[src/design/chmap_defs.svh]
// Offsets, field positions, reset values and codes of the channel map bank
`ifndef CHMAP_DEFS_SVH
`define CHMAP_DEFS_SVH

// Register indexes; byte address is four times the index
`define IDX_FIRST_MAP   8'h11
`define IDX_SECOND_MAP  8'h12
`define IDX_SEQ_STATUS  8'h13

// Channel map fields
`define MAP_EN_BIT      15
`define MAP_RSV_BIT     14
`define MAP_SETUP_HI    13
`define MAP_SETUP_LO    12
`define MAP_RSV_HI      11
`define MAP_RSV_LO      10
`define MAP_POS_HI      9
`define MAP_POS_LO      5
`define MAP_NEG_HI      4
`define MAP_NEG_LO      0

// Reset value and writable bits
`define MAP_RESET       16'h0001
`define MAP_WMASK       16'hB3FF

// Input select codes
`define AIN_LAST_CODE   5'h04
`define REF_POS_CODE    5'h15
`define REF_NEG_CODE    5'h16

// Sequencer status fields
`define STS_RUN_BIT     0
`define STS_CH_BIT      1
`define STS_OK_BIT      2
`define STS_SETUP_LO    4

`endif

[src/design/chmap_pkg.sv]
// Types shared by the channel map bank
`default_nettype none
package chmap_pkg;
  typedef enum logic [1:0] {
    SEQ_IDLE = 2'b01,
    SEQ_RUN  = 2'b10
  } seq_state_t;

  typedef logic [15:0] map_word_t;
endpackage : chmap_pkg
`default_nettype wire

[src/design/chmap_word.sv]
// One channel map register with reserved bits held at zero
`include "chmap_defs.svh"
`default_nettype none
module chmap_word #(
  parameter logic [15:0] RESET_VAL = `MAP_RESET
) (
  input  wire logic              clk,
  input  wire logic              rst,
  input  wire logic              wr_lo,
  input  wire logic              wr_hi,
  input  wire logic [15:0]       wr_data,
  output chmap_pkg::map_word_t   q
);
  chmap_pkg::map_word_t word_r;
  chmap_pkg::map_word_t word_nxt;
  logic [15:0]          lane_mask;

  always_comb begin
    lane_mask = {{8{wr_hi}}, {8{wr_lo}}} & `MAP_WMASK;
    // Reserved bits never store a one, whatever software writes
    word_nxt  = (word_r & ~lane_mask) | (wr_data & lane_mask);
  end

  always_ff @(posedge clk or posedge rst) begin
    if (rst) begin
      word_r <= RESET_VAL;
    end else begin
      word_r <= word_nxt;
    end
  end

  assign q = word_r;
endmodule : chmap_word
`default_nettype wire

[src/design/chan_sequencer.sv]
// Steps through the enabled channels, one per finished conversion
`default_nettype none
module chan_sequencer #(
  parameter int NCH = 2,
  parameter int CW  = (NCH > 1) ? $clog2(NCH) : 1
) (
  input  wire logic                 clk,
  input  wire logic                 rst,
  input  wire logic [NCH-1:0]       enable,
  input  wire logic                 conv_done,
  output chmap_pkg::seq_state_t     state,
  output logic [CW-1:0]             cur_ch
);
  chmap_pkg::seq_state_t state_r;
  chmap_pkg::seq_state_t state_nxt;
  logic [CW-1:0]         ch_r;
  logic [CW-1:0]         ch_nxt;
  logic [CW-1:0]         after_cur;

  // First enabled channel after 'from', wrapping; 'from' itself comes last
  function automatic logic [CW-1:0] next_enabled(input logic [NCH-1:0] en,
                                                 input logic [CW-1:0]  from);
    int idx;
    logic [CW-1:0] pick;
    pick = from;
    for (int k = NCH; k >= 1; k--) begin
      idx = (int'(from) + k) % NCH;
      if (en[idx]) begin
        pick = CW'(idx);
      end
    end
    return pick;
  endfunction : next_enabled

  always_comb begin
    state_nxt = state_r;
    ch_nxt    = ch_r;
    after_cur = next_enabled(enable, ch_r);
    case (state_r)
      chmap_pkg::SEQ_IDLE: begin
        if (|enable) begin
          state_nxt = chmap_pkg::SEQ_RUN;
          ch_nxt    = next_enabled(enable, CW'(NCH - 1));
        end
      end
      chmap_pkg::SEQ_RUN: begin
        if (!(|enable)) begin
          state_nxt = chmap_pkg::SEQ_IDLE;
        end else if (conv_done || !enable[ch_r]) begin
          // Moves on by itself; a lone channel just stays put
          ch_nxt = after_cur;
        end
      end
      default: begin
        state_nxt = chmap_pkg::SEQ_IDLE;
      end
    endcase
  end

  always_ff @(posedge clk or posedge rst) begin
    if (rst) begin
      state_r <= chmap_pkg::SEQ_IDLE;
      ch_r    <= '0;
    end else begin
      state_r <= state_nxt;
      ch_r    <= ch_nxt;
    end
  end

  assign state  = state_r;
  assign cur_ch = ch_r;
endmodule : chan_sequencer
`default_nettype wire

[src/design/chmap_bank.sv]
// Channel map register bank with APB slave and channel sequencer
// Function
// Channel 1 negative select: codes 0-4 AIN0-4, 10101 REF+, 10110 REF-; resets AIN1.
// Channel 2 map register sits at index 0x12, resets to 0x0001.
// Each map register is 16 bits: enable, inputs and setup choice.
// Bit 15 enables channel 2 when one; resets to zero.
// With several channels enabled, the converter cycles through them unaided.
// Bit 14 is reserved, reads zero; software writes zero there.
// Bits 13:12 pick setup 0 to 3; reset to zero.
// The chosen setup applies its four registers together to the channel.
// Software writes one setup code everywhere to share a single setup.
// Bits 9:5 select positive input with the same codes; reset AIN0.
// Bits 11:10 are reserved, read zero; software writes zero.
// Undefined input codes are reserved; routing for them is undefined.
`include "chmap_defs.svh"
`default_nettype none
module chmap_bank #(
  parameter int NCH = 2,
  parameter int AW  = 8
) (
  input  wire logic          CLK,
  input  wire logic          RST,
  input  wire logic          PSEL,
  input  wire logic          PENABLE,
  input  wire logic          PWRITE,
  input  wire logic [AW-1:0] PADDR,
  input  wire logic [31:0]   PWDATA,
  input  wire logic [3:0]    PSTRB,
  output logic [31:0]        PRDATA,
  output logic               PREADY,
  output logic               PSLVERR,
  input  wire logic          CONV_DONE,
  output logic               CH_ACTIVE,
  output logic               CH_INDEX,
  output logic [4:0]         AIN_POS_SEL,
  output logic [4:0]         AIN_NEG_SEL,
  output logic [1:0]         SETUP_SEL,
  output logic [3:0]         SETUP_APPLY,
  output logic               ROUTE_OK
);

  // ----------------------------------------------------------------
  // Decode helpers
  // ----------------------------------------------------------------

  function automatic logic reg_hit(input logic [AW-1:0] addr,
                                   input logic [7:0]    idx);
    return addr == AW'({idx, 2'b00});
  endfunction : reg_hit

  // Reserved codes give no defined routing; flagged so the mux can idle
  function automatic logic code_defined(input logic [4:0] code);
    return (code <= `AIN_LAST_CODE) ||
           (code == `REF_POS_CODE)  ||
           (code == `REF_NEG_CODE);
  endfunction : code_defined

  // Field pickers shared by every channel's decode
  function automatic logic [4:0] pos_field(input chmap_pkg::map_word_t w);
    return w[`MAP_POS_HI:`MAP_POS_LO];
  endfunction : pos_field

  function automatic logic [4:0] neg_field(input chmap_pkg::map_word_t w);
    return w[`MAP_NEG_HI:`MAP_NEG_LO];
  endfunction : neg_field

  function automatic logic [1:0] setup_field(input chmap_pkg::map_word_t w);
    return w[`MAP_SETUP_HI:`MAP_SETUP_LO];
  endfunction : setup_field

  // One strobe per setup, so its register set moves as a whole
  function automatic logic [3:0] setup_onehot(input logic [1:0] code);
    logic [3:0] hot;
    hot       = 4'h0;
    hot[code] = 1'b1;
    return hot;
  endfunction : setup_onehot

  // ----------------------------------------------------------------
  // Bus decode
  // ----------------------------------------------------------------

  logic hit_first;
  logic hit_second;
  logic hit_status;
  logic hit_any;
  logic setup_phase;
  logic wr_access;

  assign hit_first   = reg_hit(PADDR, `IDX_FIRST_MAP);
  assign hit_second  = reg_hit(PADDR, `IDX_SECOND_MAP);
  assign hit_status  = reg_hit(PADDR, `IDX_SEQ_STATUS);
  assign hit_any     = hit_first | hit_second | hit_status;
  assign setup_phase = PSEL & ~PENABLE;
  // Writes land only at the access edge; status and stray addresses ignore them
  assign wr_access   = PSEL & PENABLE & PWRITE;

  // Zero wait states: the response is prepared during setup
  assign PREADY = 1'b1;

  // ----------------------------------------------------------------
  // Channel map registers
  // ----------------------------------------------------------------

  logic [NCH-1:0]         wr_sel;
  chmap_pkg::map_word_t   map_q [NCH];
  logic [NCH-1:0]         ch_enable;

  generate
    for (genvar g = 0; g < NCH; g++) begin : g_sel
      // Map g sits g indexes above the first map
      assign wr_sel[g] = wr_access & reg_hit(PADDR, 8'(`IDX_FIRST_MAP + g));
    end
  endgenerate

  generate
    for (genvar g = 0; g < NCH; g++) begin : g_map
      // Both maps reset to AIN0/AIN1, setup 0, disabled
      chmap_word #(
        .RESET_VAL (`MAP_RESET)
      ) u_word (
        .clk     (CLK),
        .rst     (RST),
        .wr_lo   (wr_sel[g] & PSTRB[0]),
        .wr_hi   (wr_sel[g] & PSTRB[1]),
        .wr_data (PWDATA[15:0]),
        .q       (map_q[g])
      );

      assign ch_enable[g] = map_q[g][`MAP_EN_BIT];
    end
  endgenerate

  // ----------------------------------------------------------------
  // Per-channel field decode
  // ----------------------------------------------------------------

  logic [4:0]     ch_pos   [NCH];
  logic [4:0]     ch_neg   [NCH];
  logic [1:0]     ch_setup [NCH];
  logic [NCH-1:0] ch_ok;
  logic [31:0]    map_rd   [NCH];

  generate
    for (genvar g = 0; g < NCH; g++) begin : g_dec
      assign ch_pos[g]   = pos_field(map_q[g]);
      assign ch_neg[g]   = neg_field(map_q[g]);
      assign ch_setup[g] = setup_field(map_q[g]);
      // Both codes must be defined for the route to count as sound
      assign ch_ok[g]    = code_defined(ch_pos[g]) & code_defined(ch_neg[g]);
      // Upper half of the bus word and reserved bits always read zero
      assign map_rd[g]   = {16'h0000, map_q[g]};
    end
  endgenerate

  // ----------------------------------------------------------------
  // Sequencer
  // ----------------------------------------------------------------

  chmap_pkg::seq_state_t seq_state;
  logic                  seq_ch;
  logic                  seq_run;

  chan_sequencer #(
    .NCH (NCH),
    .CW  (1)
  ) u_seq (
    .clk       (CLK),
    .rst       (RST),
    .enable    (ch_enable),
    .conv_done (CONV_DONE),
    .state     (seq_state),
    .cur_ch    (seq_ch)
  );

  assign seq_run = (seq_state == chmap_pkg::SEQ_RUN);

  // ----------------------------------------------------------------
  // Converter-facing routing
  // ----------------------------------------------------------------

  // Outputs leave reset showing the fields of the reset map word
  localparam chmap_pkg::map_word_t RESET_WORD  = `MAP_RESET;
  localparam logic [4:0]           POS_RESET   = RESET_WORD[`MAP_POS_HI:`MAP_POS_LO];
  localparam logic [4:0]           NEG_RESET   = RESET_WORD[`MAP_NEG_HI:`MAP_NEG_LO];
  localparam logic [1:0]           SETUP_RESET = RESET_WORD[`MAP_SETUP_HI:`MAP_SETUP_LO];

  logic [4:0]           pos_code;
  logic [4:0]           neg_code;
  logic [1:0]           setup_code;
  logic                 route_ok_now;

  logic                 active_r;
  logic                 active_nxt;
  logic                 index_r;
  logic                 index_nxt;
  logic [4:0]           pos_r;
  logic [4:0]           pos_nxt;
  logic [4:0]           neg_r;
  logic [4:0]           neg_nxt;
  logic [1:0]           setup_r;
  logic [1:0]           setup_nxt;
  logic [3:0]           apply_r;
  logic [3:0]           apply_nxt;
  logic                 ok_r;
  logic                 ok_nxt;

  always_comb begin
    pos_code     = ch_pos[seq_ch];
    neg_code     = ch_neg[seq_ch];
    setup_code   = ch_setup[seq_ch];
    route_ok_now = ch_ok[seq_ch];

    active_nxt = seq_run;
    index_nxt  = seq_ch;
    pos_nxt    = pos_code;
    neg_nxt    = neg_code;
    setup_nxt  = setup_code;
    ok_nxt     = seq_run & route_ok_now;
    apply_nxt  = 4'h0;
    // One strobe selects the whole set of four setup registers
    if (seq_run) begin
      apply_nxt = setup_onehot(setup_code);
    end
  end

  always_ff @(posedge CLK or posedge RST) begin
    if (RST) begin
      active_r <= 1'b0;
      index_r  <= 1'b0;
      pos_r    <= POS_RESET;
      neg_r    <= NEG_RESET;
      setup_r  <= SETUP_RESET;
      apply_r  <= 4'h0;
      ok_r     <= 1'b0;
    end else begin
      active_r <= active_nxt;
      index_r  <= index_nxt;
      pos_r    <= pos_nxt;
      neg_r    <= neg_nxt;
      setup_r  <= setup_nxt;
      apply_r  <= apply_nxt;
      ok_r     <= ok_nxt;
    end
  end

  assign CH_ACTIVE   = active_r;
  assign CH_INDEX    = index_r;
  assign AIN_POS_SEL = pos_r;
  assign AIN_NEG_SEL = neg_r;
  assign SETUP_SEL   = setup_r;
  assign SETUP_APPLY = apply_r;
  assign ROUTE_OK    = ok_r;

  // ----------------------------------------------------------------
  // Read data and error response
  // ----------------------------------------------------------------

  logic [31:0] status_word;
  logic [31:0] rdata_r;
  logic [31:0] rdata_nxt;
  logic        err_r;
  logic        err_nxt;

  always_comb begin
    status_word                 = 32'h0000_0000;
    status_word[`STS_RUN_BIT]   = seq_run;
    status_word[`STS_CH_BIT]    = seq_ch;
    status_word[`STS_OK_BIT]    = route_ok_now;
    status_word[`STS_SETUP_LO +: 2] = setup_code;
  end

  always_comb begin
    rdata_nxt = rdata_r;
    err_nxt   = err_r;
    if (setup_phase) begin
      rdata_nxt = 32'h0000_0000;
      // Unmapped addresses and writes to status answer with an error
      err_nxt   = ~hit_any | (PWRITE & hit_status);
      if (!PWRITE) begin
        if (hit_first) begin
          rdata_nxt = map_rd[0];
        end else if (hit_second) begin
          rdata_nxt = map_rd[1];
        end else if (hit_status) begin
          rdata_nxt = status_word;
        end
      end
    end
  end

  always_ff @(posedge CLK or posedge RST) begin
    if (RST) begin
      rdata_r <= 32'h0000_0000;
      err_r   <= 1'b0;
    end else begin
      rdata_r <= rdata_nxt;
      err_r   <= err_nxt;
    end
  end

  assign PRDATA  = rdata_r;
  assign PSLVERR = err_r & PSEL & PENABLE;

endmodule : chmap_bank
`default_nettype wire

[config.mk]
export PLATFORM = sky130hd
export DESIGN_NAME = chmap_bank
export DESIGN_NICKNAME = d
export VERILOG_FILES = /design/src/design/chmap_pkg.sv /design/src/design/chmap_word.sv /design/src/design/chan_sequencer.sv /design/src/design/chmap_bank.sv
export VERILOG_INCLUDE_DIRS = /design/src /design/src/design
export SDC_FILE = /design/constraint.sdc
export NUM_CORES = 1
export LEC_CHECK = 0
export BUFFER_PORTS_ARGS = -buffer_cell sky130_fd_sc_hd__buf_2
export CORE_MARGIN = 2
export CORE_UTILIZATION = 53
export CTS_CLUSTER_DIAMETER = 80
export DETAILED_ROUTE_END_ITERATION = 10
export PLACE_DENSITY = 0.9
export SYNTH_ARGS = -nofsm -noshare
export SYNTH_HDL_FRONTEND = slang
export SYNTH_SLANG_ARGS = --single-unit
[constraint.sdc]
create_clock -name CLK -period 4 [get_ports CLK]
set_clock_uncertainty 0.05 [all_clocks]
set_input_delay 0.2 -clock CLK [delete_from_list [all_inputs] [get_ports CLK]]
set_output_delay 0.2 -clock CLK [all_outputs]
set_load 0.02 [all_outputs]
==> impl_metrics.toml, run 1 <==
[setup_path]
worstPathArrival_ns = 2.07
crit_buf_inv = 0
worstPathRequired_ns = 4.17
critPathMaxStageDelay_ns = 0.90
path_max_fanout = 20
worstSetupEndpointType = "flip-flop"
crit_path_start_kind = "flip-flop"
path_class = "flip-flop to flip-flop"
crit_path_top_delay_cell = "dfrtp_1"
crit_family = "flip-flops"
path_cells = "mux2i_1, a21oi_1, a22oi_1, o21ai_0"

[clock_network]
cts_setup_buffers = 0
cts_resized = 0
clock_sinks = 62
cts_tree = "done"
clock_path_buffers = 2
clock_latency_ns = 0.34
h-tree-depth = 3
cts-buffers-inserted = 9
path_clk_slew_ns = 0.07
cts-root-buf = "clkbuf_8"

[route]
wl_per_cell_um = 14.88
drcViolationCount = 0
via_count = 2025
drtPass1Iterations = 4
wl_mm = 5.758
vias_per_cell = 5.233
ant_nets = 0
drt_iter0_drc = 115

[floorplan]
die_area_um2 = 6012
dieHeight_um = 77.54
coreArea_um2 = 5172
row_count = 26
start_util_pct = 55.42
io_pins = 103
fp.dieW_um = 77.54

[pwr]
power_mw = 1.247
power.net_switching_mw = 0.2990
p_clk_share_pct = 39.8
power_leakage_nw = 1.744
sw_frac_of_total_pct = 23.98
p_seq_share_pct = 52.4
p_per_area_nw_per_um2 = 373.8
peakVddDrop_uv = 201.9
p_int_mw = 0.9482
combPwrFrac_pct = 7.8

[timing]
timing.setup.tns_ns = 0
relSlewSlack_pct = 34.86
max_freq_ghz = 0.5255
fin_crit_ns = 1.903
rsz0062_at_grt = "no"
setup_viol = 0
fin_crit_sh_pct = 47.58
worst_pin_slew_ns = 0.9750
hold_viol = 0
setup_ws_ns = 2.097
slew_viol_final = 0

[synth]
netlist_area_um2 = 2866
postSynthCellCount = 249
syn_area_per_cell_um2 = 11.51
synth_ff_type = "dfrtp_1"
ys_warn_count = 0
synth-seq-cells = 62
synthDistinctLibCells = 39
yosysSeqAreaShare_pct = 54.30
synth-edff-count = 0
synthArstFlopShare_pct = 100.0

[global_route]
grt_overflow = 0
grt_max_degree = 34
grt_first_pass_wirelength_mm = 9.584
grt.met1_usage_pct = 25.39
first_global_vias = 2025
antenna_found_initial = 0
grt.busiest_layer = "met2"
grt_util_met3_pct = 5.698
met2_usage_pct = 34.61
grt_use_total_pct = 20.81

[placed_design]
dpl_cell_area_um2 = 3147
place_ws_ns = 1.807
numPortBuffers = 61
routabilityCongestion = 0.8487
numPlacedInstances = 370
dp_hpwl_mm = 4.107

[layout]
final_common_cell = "buf_2"
stdcell_area_um2 = 3337
diodes = 0
final_cells = 387
mostFrequentLayoutCells = "buf_2 (61), dfrtp_1 (58), mux2_2 (38)"
final_nets = 362
drive_above_1_share_pct = 40.06
area_growth_pct = 16.41

[run]
maxCapViolCount = 0

[status]
status = "finished clean"

[worst_hold_path]
holdCritPathClass = "input port to flip-flop"
cell families (layout without fill, tap and decap cells):
| group | after synthesis | count (layout) | share of synthesized area [%] |
|---|---|---|---|
| other | 2 | 20 | 0.2620 |
| AOI/OAI and AO/OA | 51 | 51 | 10.91 |
| buffers and inverters | 35 | 85 | 7.333 |
| DFF | 62 | 62 | 54.30 |
| muxes | 40 | 40 | 15.63 |
| xor gates and xnor gates | 2 | 2 | 0.6112 |
| and+or+nand+nor | 57 | 57 | 10.96 |
timing repair:
action                                  CTS  global route
hold buffers                              1             0
endpoints found under the hold margin    26             0
endpoints found under the setup margin    0             0
synthesized netlist by cell type, types with 3 or more instances:
cell | n | share of area [%]
o21ai_0 | 16 | 2.8
nor2_1 | 10 | 1.3
nand2_1 | 20 | 2.6
nor2b_1 | 4 | 0.87
a21oi_1 | 11 | 1.9
buf_2 | 3 | 0.52
a22oi_1 | 10 | 2.6
o22ai_1 | 4 | 0.87
buf_4 | 20 | 5.2
clkbuf_1 | 5 | 0.65
inv_1 | 6 | 0.79
nand3_2 | 3 | 1.0
nand3_1 | 5 | 0.87
mux2_2 | 38 | 15
dfstp_2 | 4 | 3.7
dfrtp_1 | 58 | 51
metrics by stage:
step           hold slack, ns  utilization [%]
2_1_floorplan          0.2987                -
3_3_place_gp           0.2480            60.84
3_5_place_dp           0.2569            60.84
4_1_cts               0.05243            64.51
5_1_grt               0.06020            64.51
6_report              0.05925            64.51
worst reg2reg max path, cell delays in order, from the launching register on:
cell and delay [ns]:
dfrtp_1 0.90, mux2i_1 0.48, a21oi_1 0.13, a22oi_1 0.15, o21ai_0 0.09
power groups by stage:
stage	combinational, mW	clock (mW)	sequential (mW)
final	0.0972	0.497	0.653
after global routing	0.109	0.530	0.655
after global placement	0.0943	0	0.663
after detailed placement	0.0969	0	0.664
after floorplan	0.0879	0	0.655
after CTS	0.0979	0.504	0.653
layout make-up:
type | instances | area (um2)
Inverter | 6 | 22.52
Timing Repair Buffer | 63 | 322.8
Fill cell | 401 | 1836
Tap cell | 70 | 87.58
Multi-Input combinational cell | 170 | 1167
Clock buffer | 16 | 180.2
Sequential cell | 62 | 1556
layer usage:
layer  wire length [um]  vias up
met3                328       10
li1                   -      958
met5                  0        -
met2               2902       77
met4                115        0
met1               2412      980
worst paths after layout:
kind	startpoint	endpoint	slack, ns	depth (start not counted)
worst max-delay path	u_seq.cur_ch	PRDATA[5]	2.10	4
worst min-delay path	PWDATA[4]	flip-flop	0.06	2
worst max register to register	u_seq.cur_ch	PRDATA[5]	2.10	4
min in group asynchronous	RST	AIN_NEG_SEL[1]	0.43	3
worst min register to register	PRDATA[1]	PRDATA[1]	0.42	1
max in group asynchronous	RST	u_seq.state[0]	2.59	4
Power figures use the tool's default switching activity.
==> run 2: changes to the inputs <==
--- a/config.mk
+++ b/config.mk
@@ -6,12 +6,13 @@
 export SDC_FILE = /design/constraint.sdc
 export NUM_CORES = 1
 export LEC_CHECK = 0
+export ABC_AREA = 1
 export BUFFER_PORTS_ARGS = -buffer_cell sky130_fd_sc_hd__buf_2
 export CORE_MARGIN = 2
-export CORE_UTILIZATION = 53
+export CORE_UTILIZATION = 50
 export CTS_CLUSTER_DIAMETER = 80
 export DETAILED_ROUTE_END_ITERATION = 10
-export PLACE_DENSITY = 0.9
+export PLACE_DENSITY = 0.84
 export SYNTH_ARGS = -nofsm -noshare
 export SYNTH_HDL_FRONTEND = slang
 export SYNTH_SLANG_ARGS = --single-unit
==> constraint.sdc (replaced) <==
create_clock -name CLK -period 1.8 [get_ports CLK]
set_clock_uncertainty 0.05 [all_clocks]
set_input_delay 0.09 -clock CLK [delete_from_list [all_inputs] [get_ports CLK]]
set_output_delay 0.09 -clock CLK [all_outputs]
set_load 0.02 [all_outputs]
==> run 2 against run 1 <==
Effect of this change: first-iteration DRC count increased by 55%; clock power grew to 2.7 times the previous value; sequential power up 120%; design area is 13% higher; worst setup slack got worse by 1.9 ns; die area grew 12%; hold slack got worse by 0.036 ns; register-to-register slack got worse by 1.8 ns; largest cell class unchanged.
==> impl_metrics.toml, run 2 <==
[clock_network]
cts_resized = 0
clock_latency_ns = 0.35
path_clk_slew_ns = 0.06
cts-buffers-inserted = 9
clock_sinks = 62
clock_path_buffers = 2
cts-root-buf = "clkbuf_8"
h-tree-depth = 3
cts_setup_buffers = 0
hold_buffers = 15
cts_tree = "done"

[route]
vias_per_cell = 4.945
wl_mm = 6.638
drt_iter0_drc = 178
wl_per_cell_um = 12.62
via_count = 2601
ant_nets = 0
drtPass1Iterations = 4
drcViolationCount = 0

[layout]
multi_input_area_um2 = 1166
fillCellCount = 487
diodes = 0
stdcell_area_um2 = 3756
mostFrequentLayoutCells = "nand2_1 (107), buf_2 (61), dfrtp_1 (58)"
drive_above_1_share_pct = 25.94
seqCellArea_um2 = 1556
area_growth_pct = 22.98
final_common_cell = "nand2_1"
final_nets = 496

[worst_hold_path]
holdCritPathClass = "input port to flip-flop"
min_path_cells = 4

[synth]
synthArstFlopShare_pct = 100.0
synth.top_cells.by_area = "dfrtp_1 (48%), nand2_1 (13%), inv_1 (6.0%), o21ai_0 (5.1%), buf_4 (4.9%)"
synth-edff-count = 0
synthDistinctLibCells = 31
syn_area_per_cell_um2 = 8.460
netlist_area_um2 = 3054
yosysMostFrequentCell = "nand2_1"
synth_ff_type = "dfrtp_1"
synth-seq-cells = 62
synth_top_area_share_pct = 47.52
yosys-top-cells-count = "nand2_1 (107), dfrtp_1 (58), inv_1 (49)"
ys_warn_count = 0
postSynthCellCount = 361
yosysSeqAreaShare_pct = 50.96
synth.largest_area_cell = "dfrtp_1"

[global_route]
grt_use_total_pct = 21.62
grt_max_degree = 63
grt_overflow = 0
first_global_vias = 2414
grt_first_pass_wirelength_mm = 10.76
antenna_found_initial = 0

[placed_design]
dpl_cell_area_um2 = 3391
place_ws_ns = 0.3149
routabilityCongestion = 0.8778
numPortBuffers = 61
dp_hpwl_mm = 4.780

[setup_path]
worstPathArrival_ns = 1.75
path_cells = "dlygate4sd3_1, buf_2, inv_1, nor3_4, nand3_4, nand2_1, o21ai_2"
worstSetupEndpointType = "flip-flop"
path_class = "input port to flip-flop"
worstPathRequired_ns = 1.98
crit_path_start_kind = "input port"
path_max_fanout = 16
worst_r2r_path_depth = 9
crit_path_top_delay_cell = "dlygate4sd3_1"
critPathMaxStageDelay_ns = 0.53

[floorplan]
dieHeight_um = 82.16
coreArea_um2 = 5921
io_pins = 103
row_count = 28
fp.dieW_um = 82.16
start_util_pct = 51.58
die_area_um2 = 6749

[timing]
setup_ws_ns = 0.2243
fin_crit_sh_pct = 87.54
rsz0062_at_grt = "no"
fin_crit_ns = 1.576
slew_viol_final = 0
hold_viol = 0
max_freq_ghz = 0.6346
whs_ns = 0.02337
timing.setup.tns_ns = 0
setup_viol = 0

[pwr]
p_per_area_nw_per_um2 = 817.4
power_leakage_nw = 2.042
peakVddDrop_uv = 485.3
power_mw = 3.070

[run]
maxCapViolCount = 0

[status]
status = "finished clean"
run 2: changes by cell type after synthesis, sizes merged, moves of 6 or more:
cell,before,now
a21oi,11,4
a22oi,10,1
inv,6,53
mux2,38,0
nand2,20,110
nor2,12,19
nor3,1,7
o21ai,17,48
run 2: cell families after synthesis:
logic type / synth area share (%)
other: 0.2459
AO/OA/AOI/OAI: 13.81
AND/OR/NAND/NOR: 21.63
XOR/XNOR: 0.2868
flip-flops: 50.96
buffers and inverters: 13.07
run 2: layout make-up:
type	count	area share (%)
clock inverter	4	1.865
inverter	53	5.430
clock buffer	12	3.864
tap	75	2.498
sequential	62	41.44
timing repair buffer	83	13.86
multi-input combinational	237	31.05
run 2: worst paths after layout:
path	slack, ns	endpoint	from
max in group asynchronous	1.08	AIN_NEG_SEL[0]	RST
worst max-delay path	0.22	flip-flop	PWRITE
worst min-delay path	0.02	PRDATA[5]	PENABLE
worst max register to register	0.25	PRDATA[2]	u_seq.cur_ch
min in group asynchronous	0.30	SETUP_APPLY[1]	RST
worst min register to register	0.43	PRDATA[13]	PRDATA[13]
run 2: power breakdown:
| part | switching, mW | total (mW) | leakage, nW | internal (mW) |
|---|---|---|---|---|
| sequential | 0.0198 | 1.44 | 0.836 | 1.42 |
| clock | 0.520 | 1.33 | 0.110 | 0.813 |
| combinational | 0.204 | 0.300 | 1.10 | 0.0959 |
run 2: metal layers:
metal | share of wire, % | up-vias | global-route usage [%]
met2 | 49 | 95 | 36.34
met4 | 2.9 | 0 | 13.83
met5 | 0 | - | 0
met1 | 42 | 1219 | 25.57
met3 | 6.6 | 18 | 3.804
li1 | - | 1269 | -
run 2: worst max-delay path, delay by kind of cell:
family | cells | cell delay, ns
buffers and inverters | 3 | 0.74
AND/OR/NAND/NOR | 3 | 0.86
AO/OA/AOI/OAI | 1 | 0.06
run 2: through the flow:
stage	std cells	util [%]
after floorplan	379	-
after global placement	495	57.27
after detailed placement	495	57.27
after CTS	526	63.44
after global routing	526	63.44
final	526	63.44
